===== src/rtl/mpit_pkg.sv =====
/*
  Shared constants, types and helpers for the media independent PHY-side block:
  clock and bit timing per speed, receive launch window, management frame layout.
  Assumes a 100 MHz system clock from which all link timing is counted.
*/
package mpit_pkg;

  localparam int CLK_NS     = 10;
  localparam int NIB_100_NS = 40;
  localparam int NIB_10_NS  = 400;
  localparam int BIT_100_NS = 10;
  localparam int BIT_10_NS  = 100;

  localparam int CW = 6;
  localparam int BW = 4;

  localparam logic [CW-1:0] NIB_100_CYC = CW'(NIB_100_NS / CLK_NS);
  localparam logic [CW-1:0] NIB_10_CYC  = CW'(NIB_10_NS / CLK_NS);
  localparam logic [BW-1:0] BIT_100_CYC = BW'(BIT_100_NS / CLK_NS);
  localparam logic [BW-1:0] BIT_10_CYC  = BW'(BIT_10_NS / CLK_NS);

  // transmit pins are taken one cycle after the rising edge of the nibble clock
  localparam logic [CW-1:0] TX_TAKE_PHASE = 6'h00;
  // receive outputs may change only while the counter is inside this window
  localparam logic [CW-1:0] RX_LAUNCH_FIRST = 6'h01;
  localparam logic [CW-1:0] RX_LAUNCH_TAIL  = 6'h03;

  localparam logic [1:0] NIB_LAST = 2'h3;

  localparam logic [5:0] MG_PRE_BITS = 6'h20;
  localparam logic [4:0] MG_HDR_LAST = 5'h0B;
  localparam logic [4:0] MG_TA_SLOT  = 5'h00;
  localparam logic [4:0] MG_WR_FIRST = 5'h02;
  localparam logic [4:0] MG_LAST     = 5'h11;
  localparam logic [1:0] MG_OP_RD    = 2'h2;
  localparam logic [1:0] MG_OP_WR    = 2'h1;

  typedef enum logic [1:0] {
    MG_IDLE  = 2'b00,
    MG_START = 2'b01,
    MG_HDR   = 2'b10,
    MG_DATA  = 2'b11
  } mpit_mgmt_state_t;

  function automatic logic [CW-1:0] nib_cycles(input logic fast);
    nib_cycles = fast ? NIB_100_CYC : NIB_10_CYC;
  endfunction

  function automatic logic [BW-1:0] bit_cycles(input logic fast);
    bit_cycles = fast ? BIT_100_CYC : BIT_10_CYC;
  endfunction

endpackage


===== src/rtl/mpit_fifo.sv =====
/*
  First-word-fall-through FIFO with valid/ready on both sides; read data
  comes from a register. Assumes DEPTH is a power of two and one clock.
*/
`timescale 1ns/1ns
module mpit_fifo #(
  parameter int WIDTH = 5,
  parameter int DEPTH = 16
) (
  input  wire logic             clk,
  input  wire logic             rst_n,
  input  wire logic             in_valid,
  output logic                  in_ready,
  input  wire logic [WIDTH-1:0] in_data,
  output logic                  out_valid,
  input  wire logic             out_ready,
  output logic      [WIDTH-1:0] out_data
);
  localparam int AW = $clog2(DEPTH);

  logic [WIDTH-1:0] mem [DEPTH];
  logic [AW-1:0]    wptr;
  logic [AW-1:0]    rptr;
  logic [AW:0]      count;
  logic [AW:0]      next_count;
  logic             push;
  logic             refill;
  logic             from_mem;
  logic             bypass;
  logic             to_mem;

  assign push     = in_valid && in_ready;
  assign refill   = !out_valid || out_ready;
  assign from_mem = refill && (count != '0);
  assign bypass   = refill && (count == '0) && push;
  assign to_mem   = push && !bypass;

  always_comb begin
    next_count = count;
    if (to_mem && !from_mem) begin
      next_count = count + 1'b1;
    end else if (!to_mem && from_mem) begin
      next_count = count - 1'b1;
    end
  end

  always_ff @(posedge clk) begin
    if (to_mem) begin
      mem[wptr] <= in_data;
    end
  end

  always_ff @(posedge clk or negedge rst_n) begin
    if (!rst_n) begin
      wptr     <= '0;
      rptr     <= '0;
      count    <= '0;
      in_ready <= 1'b0;
    end else begin
      if (to_mem) begin
        wptr <= wptr + 1'b1;
      end
      if (from_mem) begin
        rptr <= rptr + 1'b1;
      end
      count    <= next_count;
      in_ready <= next_count < (AW+1)'(DEPTH);
    end
  end

  always_ff @(posedge clk or negedge rst_n) begin
    if (!rst_n) begin
      out_valid <= 1'b0;
      out_data  <= '0;
    end else if (refill) begin
      out_valid <= from_mem || bypass;
      if (from_mem) begin
        out_data <= mem[rptr];
      end else if (bypass) begin
        out_data <= in_data;
      end
    end
  end

endmodule


===== src/rtl/mpit_top.sv =====
/*
  PHY side of the media independent interface: nibble clocks, transmit
  capture and serialisation to the line, line reception to receive nibbles,
  carrier sense and the management serial port.
  Assumes every pin input is asynchronous to clk_sys; mgmt_rdata is on clk_sys.
*/
`timescale 1ns/1ns
// Behaviour
// - Transmit clock period 40 ns fast, 400 ns slow, duty within 35..65 percent.
// - Receive clock period 40 ns fast, 400 ns slow, duty within 35..65 percent.
// - MAC sets transmit nibble, enable, error per clock; device takes them at rise.
// - Receive nibble, valid, error stable around rising receive clock; MAC samples there.
// - Management read bit valid at most 300 ns after management clock rise.
// - Slow speed: received data reaches receive outputs within 7 bit times.
// - Slow speed: first line bit within 2 bit times after nibble taken.
// - Fast speed: first line bit within 3 bit times after enable taken.
// - Fast half duplex: carrier sense rises 0..4 bit times after enable taken; code raises it about one bit time before the rise that takes the enable.
// - Fast half duplex: carrier sense falls 0..4 bit times after enable drops.
// - Slow half duplex: carrier sense rises 0..2 bit times after enable rises.
// - Slow speed bit time is 100 ns.
module mpit_top #(
  parameter logic [4:0] PHY_ADDR   = 5'h00,
  parameter int         FIFO_DEPTH = 16
) (
  input  wire logic        clk_sys,
  input  wire logic        nrst,
  input  wire logic        speed_100,
  input  wire logic        full_duplex,
  output logic             tx_clk,
  input  wire logic [3:0]  txd,
  input  wire logic        tx_en,
  input  wire logic        tx_er,
  output logic             rx_clk,
  output logic      [3:0]  rxd,
  output logic             rx_dv,
  output logic             rx_er,
  output logic             crs,
  output logic             line_transmit_pair,
  output logic             line_transmit_active,
  output logic             line_transmit_error,
  input  wire logic        line_receive_pair,
  input  wire logic        line_receive_valid,
  input  wire logic        line_receive_error,
  input  wire logic        mdc,
  input  wire logic        mdio_in,
  output logic             mdio_out,
  output logic             mdio_oe,
  input  wire logic [15:0] mgmt_rdata,
  output logic      [4:0]  mgmt_addr,
  output logic      [15:0] mgmt_wdata,
  output logic             mgmt_write
);
  localparam int CW = mpit_pkg::CW;
  localparam int BW = mpit_pkg::BW;
  localparam int SW = 13;

  logic                         rst_s1;
  logic                         rst_n;
  logic [SW-1:0]                pin_s1;
  logic [SW-1:0]                pin_s2;
  logic                         fast;
  logic                         spd_fast;
  logic                         half_dup;
  logic [3:0]                   txd_s;
  logic                         tx_en_s;
  logic                         tx_er_s;
  logic                         lrx_s;
  logic                         lvalid_s;
  logic                         lerr_s;
  logic                         mdc_s;
  logic                         mdio_s;
  logic                         mdc_d;
  logic [CW-1:0]                ctr;
  logic [CW-1:0]                next_ctr;
  logic [CW-1:0]                per;
  logic [BW-1:0]                bitc;
  logic                         fifo_in_ready;
  logic                         fifo_out_valid;
  logic [4:0]                   fifo_out_data;
  logic                         ser_load;
  logic [BW-1:0]                tx_bt;
  logic [2:0]                   tx_sh;
  logic [1:0]                   tx_left;
  logic                         rx_frame;
  logic [BW-1:0]                rx_bt;
  logic [3:0]                   rx_sh;
  logic [1:0]                   rx_cnt;
  logic                         rx_errf;
  logic [4:0]                   rx_nib;
  logic                         rx_pending;
  logic                         rx_launched;
  logic                         launch_now;
  logic                         nib_done;
  mpit_pkg::mpit_mgmt_state_t   mg_state;
  logic [5:0]                   pre_cnt;
  logic [4:0]                   mg_cnt;
  logic [11:0]                  hdr;
  logic [11:0]                  next_hdr;
  logic [15:0]                  mg_sh;
  logic                         mg_read;

  always_ff @(posedge clk_sys or negedge nrst) begin
    if (!nrst) begin
      rst_s1 <= 1'b0;
      rst_n  <= 1'b0;
    end else begin
      rst_s1 <= 1'b1;
      rst_n  <= rst_s1;
    end
  end

  // every pin input passes two flops before use
  always_ff @(posedge clk_sys or negedge rst_n) begin
    if (!rst_n) begin
      pin_s1 <= '0;
      pin_s2 <= '0;
      mdc_d  <= 1'b0;
    end else begin
      pin_s1 <= {speed_100, full_duplex, txd, tx_en, tx_er, line_receive_pair,
                 line_receive_valid, line_receive_error, mdc, mdio_in};
      pin_s2 <= pin_s1;
      mdc_d  <= mdc_s;
    end
  end

  assign {fast, half_dup, txd_s, tx_en_s, tx_er_s, lrx_s, lvalid_s, lerr_s,
          mdc_s, mdio_s} = {pin_s2[12], !pin_s2[11], pin_s2[10:0]};

  assign per  = mpit_pkg::nib_cycles(spd_fast);
  assign bitc = mpit_pkg::bit_cycles(spd_fast);
  assign next_ctr = (ctr >= per - 1'b1) ? '0 : ctr + 1'b1;

  // one divider feeds both nibble clocks, high for exactly half the period
  always_ff @(posedge clk_sys or negedge rst_n) begin
    if (!rst_n) begin
      ctr      <= mpit_pkg::NIB_10_CYC - 1'b1;
      spd_fast <= 1'b0;
      tx_clk   <= 1'b0;
      rx_clk   <= 1'b0;
    end else begin
      ctr    <= next_ctr;
      // speed is taken only at the wrap so no clock phase is cut short
      if (ctr >= per - 1'b1) begin
        spd_fast <= fast;
      end
      tx_clk <= next_ctr < (per >> 1);
      rx_clk <= next_ctr < (per >> 1);
    end
  end

  // pins are taken one cycle after the rise; a full buffer drops the nibble
  mpit_fifo #(
    .WIDTH (5),
    .DEPTH (FIFO_DEPTH)
  ) u_tx_fifo (
    .clk       (clk_sys),
    .rst_n     (rst_n),
    .in_valid  ((ctr == mpit_pkg::TX_TAKE_PHASE) && tx_en_s),
    .in_ready  (fifo_in_ready),
    .in_data   ({tx_er_s, txd_s}),
    .out_valid (fifo_out_valid),
    .out_ready (ser_load),
    .out_data  (fifo_out_data)
  );

  assign ser_load = fifo_out_valid && (tx_bt == '0) && (tx_left == '0);

  // serialiser sends each nibble low bit first, one bit per bit time
  always_ff @(posedge clk_sys or negedge rst_n) begin
    if (!rst_n) begin
      tx_bt                <= '0;
      tx_sh                <= '0;
      tx_left              <= '0;
      line_transmit_pair   <= 1'b0;
      line_transmit_active <= 1'b0;
      line_transmit_error  <= 1'b0;
    end else if (tx_bt != '0) begin
      tx_bt <= tx_bt - 1'b1;
    end else if (tx_left != '0) begin
      line_transmit_pair <= tx_sh[0];
      tx_sh              <= {1'b0, tx_sh[2:1]};
      tx_left            <= tx_left - 1'b1;
      tx_bt              <= bitc - 1'b1;
    end else if (ser_load) begin
      line_transmit_pair   <= fifo_out_data[0];
      tx_sh                <= fifo_out_data[3:1];
      line_transmit_error  <= fifo_out_data[4];
      line_transmit_active <= 1'b1;
      tx_left              <= mpit_pkg::NIB_LAST;
      tx_bt                <= bitc - 1'b1;
    end else begin
      line_transmit_pair   <= 1'b0;
      line_transmit_active <= 1'b0;
      line_transmit_error  <= 1'b0;
    end
  end

  // in half duplex carrier follows the synchronised enable tx_en_s through one register, so it leads the sampling edge
  always_ff @(posedge clk_sys or negedge rst_n) begin
    if (!rst_n) begin
      crs <= 1'b0;
    end else begin
      crs <= (half_dup && tx_en_s) || rx_frame;
    end
  end

  assign nib_done = rx_frame && lvalid_s && (rx_bt == '0) && (rx_cnt == mpit_pkg::NIB_LAST);

  // line receiver: sample mid bit, gather nibbles low bit first
  always_ff @(posedge clk_sys or negedge rst_n) begin
    if (!rst_n) begin
      rx_frame   <= 1'b0;
      rx_bt      <= '0;
      rx_sh      <= '0;
      rx_cnt     <= '0;
      rx_errf    <= 1'b0;
      rx_nib     <= '0;
      rx_pending <= 1'b0;
    end else begin
      rx_pending <= nib_done || (rx_pending && !launch_now);
      if (!rx_frame) begin
        if (lvalid_s) begin
          rx_frame <= 1'b1;
          rx_bt    <= bitc >> 1;
          rx_cnt   <= '0;
          rx_errf  <= 1'b0;
        end
      end else if (!lvalid_s) begin
        rx_frame <= 1'b0;
      end else if (rx_bt != '0) begin
        rx_bt <= rx_bt - 1'b1;
      end else begin
        rx_bt  <= bitc - 1'b1;
        rx_sh  <= {lrx_s, rx_sh[3:1]};
        rx_cnt <= rx_cnt + 1'b1;
        if (nib_done) begin
          rx_nib  <= {rx_errf || lerr_s, lrx_s, rx_sh[3:1]};
          rx_errf <= 1'b0;
        end else begin
          rx_errf <= rx_errf || lerr_s;
        end
      end
    end
  end

  // outputs change only well clear of the receive clock rise
  assign launch_now = rx_pending && !rx_launched &&
                      (ctr >= mpit_pkg::RX_LAUNCH_FIRST) &&
                      (ctr <= per - mpit_pkg::RX_LAUNCH_TAIL);

  always_ff @(posedge clk_sys or negedge rst_n) begin
    if (!rst_n) begin
      rxd         <= '0;
      rx_dv       <= 1'b0;
      rx_er       <= 1'b0;
      rx_launched <= 1'b0;
    end else begin
      if (ctr == '0) begin
        rx_launched <= 1'b0;
      end else if (launch_now) begin
        rx_launched <= 1'b1;
      end
      if (launch_now) begin
        rxd   <= rx_nib[3:0];
        rx_er <= rx_nib[4];
        rx_dv <= 1'b1;
      end else if (!rx_launched && (ctr == per - mpit_pkg::RX_LAUNCH_TAIL)) begin
        rxd   <= '0;
        rx_er <= 1'b0;
        rx_dv <= 1'b0;
      end
    end
  end

  assign next_hdr = {hdr[10:0], mdio_s};

  // management frame engine; acts on each detected management clock rise
  always_ff @(posedge clk_sys or negedge rst_n) begin
    if (!rst_n) begin
      mg_state   <= mpit_pkg::MG_IDLE;
      pre_cnt    <= '0;
      mg_cnt     <= '0;
      hdr        <= '0;
      mg_sh      <= '0;
      mg_read    <= 1'b0;
      mdio_out   <= 1'b0;
      mdio_oe    <= 1'b0;
      mgmt_addr  <= '0;
      mgmt_wdata <= '0;
      mgmt_write <= 1'b0;
    end else begin
      mgmt_write <= 1'b0;
      if (mdc_s && !mdc_d) begin
        case (mg_state)
          mpit_pkg::MG_IDLE: begin
            if (mdio_s) begin
              if (pre_cnt < mpit_pkg::MG_PRE_BITS) begin
                pre_cnt <= pre_cnt + 1'b1;
              end
            end else begin
              if (pre_cnt >= mpit_pkg::MG_PRE_BITS) begin
                mg_state <= mpit_pkg::MG_START;
              end
              pre_cnt <= '0;
            end
          end
          mpit_pkg::MG_START: begin
            mg_cnt   <= '0;
            mg_state <= mdio_s ? mpit_pkg::MG_HDR : mpit_pkg::MG_IDLE;
          end
          mpit_pkg::MG_HDR: begin
            hdr    <= next_hdr;
            mg_cnt <= mg_cnt + 1'b1;
            if (mg_cnt == mpit_pkg::MG_HDR_LAST) begin
              mg_cnt    <= '0;
              mg_read   <= next_hdr[11:10] == mpit_pkg::MG_OP_RD;
              mgmt_addr <= next_hdr[4:0];
              if (next_hdr[9:5] == PHY_ADDR &&
                  (next_hdr[11:10] == mpit_pkg::MG_OP_RD ||
                   next_hdr[11:10] == mpit_pkg::MG_OP_WR)) begin
                mg_state <= mpit_pkg::MG_DATA;
              end else begin
                mg_state <= mpit_pkg::MG_IDLE;
              end
            end
          end
          mpit_pkg::MG_DATA: begin
            mg_cnt <= mg_cnt + 1'b1;
            if (mg_read) begin
              if (mg_cnt == mpit_pkg::MG_TA_SLOT) begin
                mdio_oe  <= 1'b1;
                mdio_out <= 1'b0;
                mg_sh    <= mgmt_rdata;
              end else if (mg_cnt == mpit_pkg::MG_LAST) begin
                mdio_oe  <= 1'b0;
                mdio_out <= 1'b0;
              end else begin
                mdio_out <= mg_sh[15];
                mg_sh    <= {mg_sh[14:0], 1'b0};
              end
            end else if (mg_cnt >= mpit_pkg::MG_WR_FIRST) begin
              mg_sh <= {mg_sh[14:0], mdio_s};
              if (mg_cnt == mpit_pkg::MG_LAST) begin
                mgmt_wdata <= {mg_sh[14:0], mdio_s};
                mgmt_write <= 1'b1;
              end
            end
            if (mg_cnt == mpit_pkg::MG_LAST) begin
              mg_state <= mpit_pkg::MG_IDLE;
              pre_cnt  <= '0;
            end
          end
          default: mg_state <= mpit_pkg::MG_IDLE;
        endcase
      end
    end
  end

endmodule


===== config.mk =====
export PLATFORM = sky130hd
export DESIGN_NAME = mpit_top
export DESIGN_NICKNAME = d
export VERILOG_FILES = /design/src/rtl/mpit_pkg.sv /design/src/rtl/mpit_fifo.sv /design/src/rtl/mpit_top.sv
export SDC_FILE = /design/constraint.sdc
export NUM_CORES = 1
export LEC_CHECK = 0
export BUFFER_PORTS_ARGS = -buffer_cell sky130_fd_sc_hd__buf_2
export CAP_MARGIN = 40
export CORE_ASPECT_RATIO = 1.75
export CORE_MARGIN = 3
export CORE_UTILIZATION = 47
export DETAILED_ROUTE_END_ITERATION = 12
export PLACE_DENSITY = 0.72
export SETUP_SLACK_MARGIN = 0.3
export SLEW_MARGIN = 20
export SYNTH_ARGS = -nofsm -noshare
export SYNTH_HDL_FRONTEND = slang
export SYNTH_SLANG_ARGS = --single-unit

===== constraint.sdc =====
create_clock -name clk_sys -period 4.8 [get_ports clk_sys]
set_clock_uncertainty 0.05 [all_clocks]
set_input_delay 0.96 -clock clk_sys [delete_from_list [all_inputs] [get_ports clk_sys]]
set_output_delay 0.96 -clock clk_sys [all_outputs]
set_load 0.1 [all_outputs]

=== Word-level counts from Yosys, hierarchy flattened ===
Memory sizes are Yosys's and may differ from the RTL's.
Cells that the tools add are included.

* Register bits: 160
* Logic and storage cells: 224
* Memories kept: 1
* RAM bits: 80
* Input bits: 31

{| class="wikitable"
|+ Memory list
! name !! depth !! bits a word !! rd ports !! clocked after Yosys merged registers in !! wr ports !! RTL line !! RTL
|-
| u_tx_fifo.mem || 16 || 5 || 1 || 0 || 1 || mpit_fifo.sv:21 || <nowiki>logic [WIDTH-1:0] mem [DEPTH];</nowiki>
|}

* Magnitude comparators: 8
* Multiplexer cells: 67
* Add/sub/neg operators: 14
* Bitwise operators: 4
* Eq/ne operators: 16
* Reductions and logical operators: 71

{| class="wikitable"
|+ Operator list
! kind !! number
|-
| $mux 16 || 4
|-
| $mux 4 || 10
|-
| $mux 6 || 5
|-
| $mux 1 || 26
|-
| $mux 5 || 5
|-
| $mux 2 || 12
|-
| $logic_and 1x1->1 || 21
|-
| $reduce_and 4->1 || 4
|-
| $reduce_bool 2->1 || 8
|-
| $logic_not 5->1 || 3
|-
| $pmux 5 s3 || 1
|-
| $add 6x1->6 const B || 2
|-
| $pmux 6 s2 || 1
|-
| $reduce_and 2->1 || 6
|-
| $sub 4x1->4 const B || 3
|-
| $add 5x1->5 const B || 2
|-
| $ne 2x2->1 const B || 5
|-
| $reduce_and 5->1 || 2
|-
| $reduce_and 3->1 || 3
|-
| $add 4x1->4 const B || 2
|-
| $eq 2x2->1 const B || 4
|-
| $logic_not 1->1 || 8
|-
| $logic_not 4->1 || 2
|-
| $pmux 2 s4 || 1
|-
| 26 further kinds || 40
|}

=== Depth between registers and ports, before layout ===
* Depth in word-level cells: 13
* Mapped depth: 12

=== By module ===
Synthesis repeated with hierarchy kept, for this count alone.

* Cell total of the unflattened synthesis: 758
* Area total of the unflattened synthesis: 10161.0 um2

{| class="wikitable"
|+ By module, submodules not included
! module !! times used !! cells an instance !! area an instance (um2)
|-
| mpit_top || 1 || 497 || 5883.1
|-
| mpit_fifo || 1 || 261 || 4277.9
|}

=== Worst setup path before layout ===
OpenSTA, ideal clock, no wires.

* Path type: reg-to-reg
* Start: register u_tx_fifo.count[0]
* End: register u_tx_fifo.count[3]
* Cell stages (with the launch flop): 11
* Library setup time: 130 ps
* Setup slack: 2189 ps
* Arrival time: 2430 ps
* Clock period less this slack: 2611 ps
* Path buffers: 1
* Cell sequence: dfrtp_1 inv_1 ha_1 nor4b_1 nor2_2 ha_1 clkbuf_1 nor2_1 mux2_2 a22oi_1 o21ai_0

* Word-level cells in the longest chain between the ends: 9

{| class="wikitable"
|+ Ends and longest elaborated chain
! what !! RTL line !! RTL
|-
| start, declared || mpit_fifo.sv:24 || <nowiki>logic [AW:0] count;</nowiki>
|-
| start signal, assigned || mpit_fifo.sv:66 || <nowiki>count <= next_count;</nowiki>
|-
| $logic_not 5->1 || mpit_fifo.sv:35 || <nowiki>assign bypass = refill && (count == '0) && push;</nowiki>
|-
| $logic_and 1x1->1 (2 in a row) || mpit_fifo.sv:35 ||
|-
| $logic_not 1->1 || mpit_fifo.sv:36 || <nowiki>assign to_mem = push && !bypass;</nowiki>
|-
| $logic_and 1x1->1 || mpit_fifo.sv:36 ||
|-
| $logic_not 1->1 || mpit_fifo.sv:42 || <nowiki>end else if (!to_mem && from_mem) begin</nowiki>
|-
| $logic_and 1x1->1 || mpit_fifo.sv:42 ||
|-
| $mux 5 || mpit_fifo.sv:42 ||
|-
| $mux 5 (*) || mpit_fifo.sv:40 || <nowiki>if (to_mem && !from_mem) begin</nowiki>
|}

Mark *: on every way between the ends. The rest lies on a longest branch, timed or not.
A chain may end at the register's enable or synchronous reset.

=== Worst setup path in the final report ===
* Start: register ctr[3]
* End: memory u_tx_fifo.mem[0][0] (enable)

* Word-level cells in the longest chain between the ends: 8

{| class="wikitable"
|+ Ends and longest elaborated chain
! what !! RTL line !! RTL
|-
| start, declared || mpit_top.sv:73 || <nowiki>logic [CW-1:0] ctr;</nowiki>
|-
| start signal, assigned || mpit_top.sv:136 || <nowiki>ctr <= mpit_pkg::NIB_10_CYC - 1'b1;</nowiki>
|-
| start signal, assigned || mpit_top.sv:141 || <nowiki>ctr <= next_ctr;</nowiki>
|-
| $logic_not 6->1 (*) || mpit_top.sv:158 || <nowiki>.in_valid ((ctr == mpit_pkg::TX_TAKE_PHASE) && tx_en_s),</nowiki>
|-
| $logic_and 1x1->1 (*) || mpit_top.sv:158 ||
|-
| $logic_and 1x1->1 (*) || mpit_fifo.sv:32 || <nowiki>assign push = in_valid && in_ready;</nowiki>
|-
| $logic_and 1x1->1 || mpit_fifo.sv:35 ||
|-
| $logic_not 1->1 || mpit_fifo.sv:36 ||
|-
| $logic_and 1x1->1 (*) || mpit_fifo.sv:36 ||
|-
| net u_tx_fifo.to_mem || mpit_fifo.sv:30 || <nowiki>logic to_mem;</nowiki>
|-
| $mux 1 (*) || mpit_fifo.sv:48 || <nowiki>if (to_mem) begin</nowiki>
|-
| $mux 1 (not written as such) (*) || mpit_fifo.sv:49 || <nowiki>mem[wptr] <= in_data;</nowiki>
|-
| end, declared || mpit_fifo.sv:21 ||
|}

Mark *: on every way through the listed nets, which the timed path passes. The rest lies on a longest branch.

==> impl_results.md <==
* Worst slew slack as a fraction of its limit at 0.4170
* Count of flip-flops with a built-in enable after synthesis at 80
* Crit-path max cell delay at 0.62 ns
* Residual overflow from global routing at 0
* Final non-filler cell total at 1,082
* Final core area utilization at 0.5532
* Launch point of the critical path: ctr[3]$_DFF_PN0_
* HPWL Detailed at 12.50 mm
* Count of H-tree levels built during CTS at 1
* Layout cells sized above 1 at 0.2338
* Smallest setup slack after layout at 1.826 ns
* Type of the worst setup path: reg2reg
* Max Fclk at 336.3 MHz
* Seq cells post-synth at 239
* Cell at the slowest stage of the critical path: nor3_1
* Die extent in y at 198.8 µm
* Warnings from Yosys at 0
* RSZ-0062 raised after global routing: false
* Final worst path period need at 2.974 ns
* Combinational group share of total power at 0.155
* Final RePlAce weighted congestion at 0.8231
* Proportion of synthesized flip-flops having asynchronous set or reset at 0.6653
* Nature of the critical path endpoint: flop
* Sw power at 1.368 mW
* Maximum net fanout on the critical path at 10
* Pwr per Cell Area at 436.3 nW/µm²
* Cell area after layout at 11,370 µm²
* Wirelength per Cell at 16.87 µm
* Syn nets at 803
* Peak VDD IR at 0.0002809 V
* Final hold slack at 0.1034 ns
* Vias per std cell at 5.448
* Antenna cell count at 0
* Total cell area at the placement stage at 10,600 µm²
* First-pass detailed-route iteration total at 4
* Initial cell density of the core at 0.4856
* Pin count of the biggest net entering global routing at 148
* Cell count after synthesis at 740
* Via count of the routed design at 5,895
* Vias in the first global route at 5,992
* I/O pin cnt at 67
* # port buffers at 66
* Remaining number of nets flagged by the antenna check after routing at 0
* Required time worst endpoint at 4.88 ns
* Seq/Total Area, Yosys at 0.6400
* CTS clock-pin slew for the worst setup and hold paths at 0.07 ns
* Remaining DRCs at 0
* Clock latency on the worst-skew pair at 0.51 ns
* Die Width at 116.1 µm
* Synthesis-to-layout area growth at 13.92%
* Sequential share of power at 0.487
* Max Cap Violations at 0
* Result of the run: finished clean
* Post-cts resize count at 0
* Number of antenna violations at the first check in global routing at 0
* Detailed Route Iter0 Violations at 436
* Number of nets at the end of the flow at 880
* Global-route wire length before repair at 29.75 mm
* Reg-to-reg slack, setup at 1.83 ns
* CP Capture Point: u_tx_fifo.mem[0][0]$_DFFE_PP_
* Clock tree root buffer cell: clkbuf_16
* Longest Clk Path Bufs at 3
* Final-report hold violation count at 0
* Worst setup timing slack at the placement stage at 1.881 ns
* Cell-by-cell listing of the critical path: nor4_1, nand4_1, a21oi_2, nand2_1, nor3_1
* All-Layer GR Usage at 0.1605
* Post-CTS Hold Buffers at 0
* Library cells used by synthesis at 61
* Setup Total Neg Slack at 0 ns
* Setup bufs post-CTS at 0
* Clk pwr share at 0.358
* Startpoint Class: flop
* Register-to-Register Path Depth at 5
* Internal power at 3.592 mW
* Total power of the final layout at 4.960 mW
* Average footprint of a synthesized cell at 13.48 µm²
* Switching power as a share of total power at 0.2758
* Flip-flop cell with the highest count after synthesis: dfrtp_1
* Start of the worst register-to-register path: ctr[3]$_DFF_PN0_
* Final Max Slew Viols at 0
* Floorplan row count at 69
* Cell area after technology mapping at 9978 µm²
* Worst-Margin Slew at 0.8746 ns
* Lkg Pwr at 5.003 nW
* Total wire length at 18.26 mm
* TritonCTS clock tree: yes
* Number of buffers created by CTS at 23
* Reg-to-reg critical path endpoint: u_tx_fifo.mem[0][0]$_DFFE_PP_
* Final setup violation count at 0
* Placeable core region at 20,550 µm²
* # placed instances at 1,038
* Share of the clock period used by the worst path after layout at 0.6195
* Total Die Area at 23,080 µm²
* Data arrival time of the worst path at 3.05 ns
* Clock Sink Count at 239
* Hold crit path type: reg2async
-- placed cells by master, fill, tap and decap left out, types with 3 or more instances in the layout --
cell type	Yosys	final
o21ai_0	49	49
clkbuf_1	15	6
a22o_1	5	5
nand4_1	5	5
nor4_1	3	3
dfstp_2	4	4
clkinv_1	0	3
nand2_1	87	87
nor2b_1	10	10
clkbuf_16	0	23
nor2_1	37	37
xnor2_1	10	10
ha_1	32	32
and3_1	4	4
dfrtp_1	155	154
o211ai_1	5	5
buf_4	1	3
a21oi_1	15	15
nand2b_1	9	9
nor3_1	12	12
nand3_1	15	15
mux4_2	20	20
bufinv_16	0	3
mux2i_1	18	18
buf_2	4	66
edfxtp_1	80	80
xor2_1	6	6
inv_1	30	30
mux2_2	48	48
a22oi_1	12	12
o22ai_1	4	4
o31ai_1	3	3
clkinvlp_2	0	3
-- synth_stat cells (all sizes together), types with 3 or more instances --
master,number,area (µm²)
o31ai,3,22.52
and3,4,25.02
buf,7,35.04
mux4,20,450.4
dfrtp,155,3879
nor2,38,145.1
nand3,15,75.07
nor2b,10,62.56
inv,31,116.4
xnor2,10,87.58
a22oi,12,90.09
o21ai,51,262.8
a21o,3,23.77
nor4,4,40.04
nand4,5,31.28
xor2,6,52.55
mux2,48,540.5
o211ai,5,37.54
a22o,5,43.79
a211oi,3,35.03
mux2i,18,180.2
nand2,87,326.6
edfxtp,80,2402
o22ai,4,25.02
nor3,13,70.07
ha,32,400.4
dfstp,4,105.1
nand2b,9,56.30
a21oi,17,92.59
clkbuf,15,56.30
-- registers in the layout (all words and copies together) (netlist names), 6 cells and up --
signal and cells:
hdr 11, mgmt_wdata 16, pre_cnt 6, pin_s1 13, ctr 6, mg_sh 16
pin_s2 13, u_tx_fifo.mem 80
-- cells by family after synthesis --
logic type	after synthesis	share of synthesized area
muxes	86	0.1174
other	1	0.0003758
buffers and inverters	53	0.02082
xor gates and xnor gates	16	0.01404
DFF	239	0.6400
adders and majority gates	32	0.04012
AOI/OAI and AO/OA	113	0.07185
and+or+nand+nor	200	0.09542
-- worst max-delay path, delay by kind of cell (launching register included) --
family	cells	cell delay (ns)
AOI/OAI and AO/OA	1	0.43
DFF	1	0.44
and+or+nand+nor	4	1.65
-- layer usage --
metal / global-route usage / share of wire / vias up / routed length [µm]
met5: 0 / 0 / - / 0
met4: 0.04817 / 0.020 / 0 / 356
met3: 0.02466 / 0.033 / 29 / 604
met2: 0.3037 / 0.57 / 104 / 10470
met1: 0.1829 / 0.37 / 2956 / 6825
li1: - / - / 2806 / -
-- worst min-delay path by stage --
| stage | startpoint | slack [ns] | endpoint | cells past startpoint |
|---|---|---|---|---|
| 4_1_cts | rst_n$_DFF_PN0_ | 0.11 | pin_s1[9]$_DFF_PN0_ | 0 |
| 6_report | rst_n$_DFF_PN0_ | 0.10 | pin_s2[9]$_DFF_PN0_ | 0 |
| 3_5_place_dp | rst_n$_DFF_PN0_ | 0.11 | pin_s1[9]$_DFF_PN0_ | 0 |
| 5_1_grt | rst_n$_DFF_PN0_ | 0.12 | pin_s2[9]$_DFF_PN0_ | 0 |
| 3_3_place_gp | rst_n$_DFF_PN0_ | 0.11 | pin_s1[9]$_DFF_PN0_ | 0 |
| 2_1_floorplan | rst_s1$_DFF_PN0_ | 0.28 | rst_n$_DFF_PN0_ | 0 |
-- power by group through the flow --
| stage | clock network, mW | registers [mW] | logic (mW) |
|---|---|---|---|
| after global placement | 0 | 2.45 | 0.753 |
| after detailed placement | 0 | 2.46 | 0.774 |
| after floorplan | 0 | 2.54 | 0.504 |
| final | 1.78 | 2.42 | 0.769 |
| after global routing | 1.91 | 2.44 | 0.865 |
| after CTS | 1.83 | 2.42 | 0.776 |
-- final cells by class --
type | instances | area [µm²]
fillers | 1699 | 9180
flip-flops and latches | 239 | 6390
multi-input cells | 448 | 3385
clock buffers | 29 | 598.1
repair buffers | 74 | 425.4
well taps | 248 | 310.3
clock inverters | 13 | 142.6
inverters | 31 | 116.4
No activity file was read; power rests on OpenSTA's default activity.
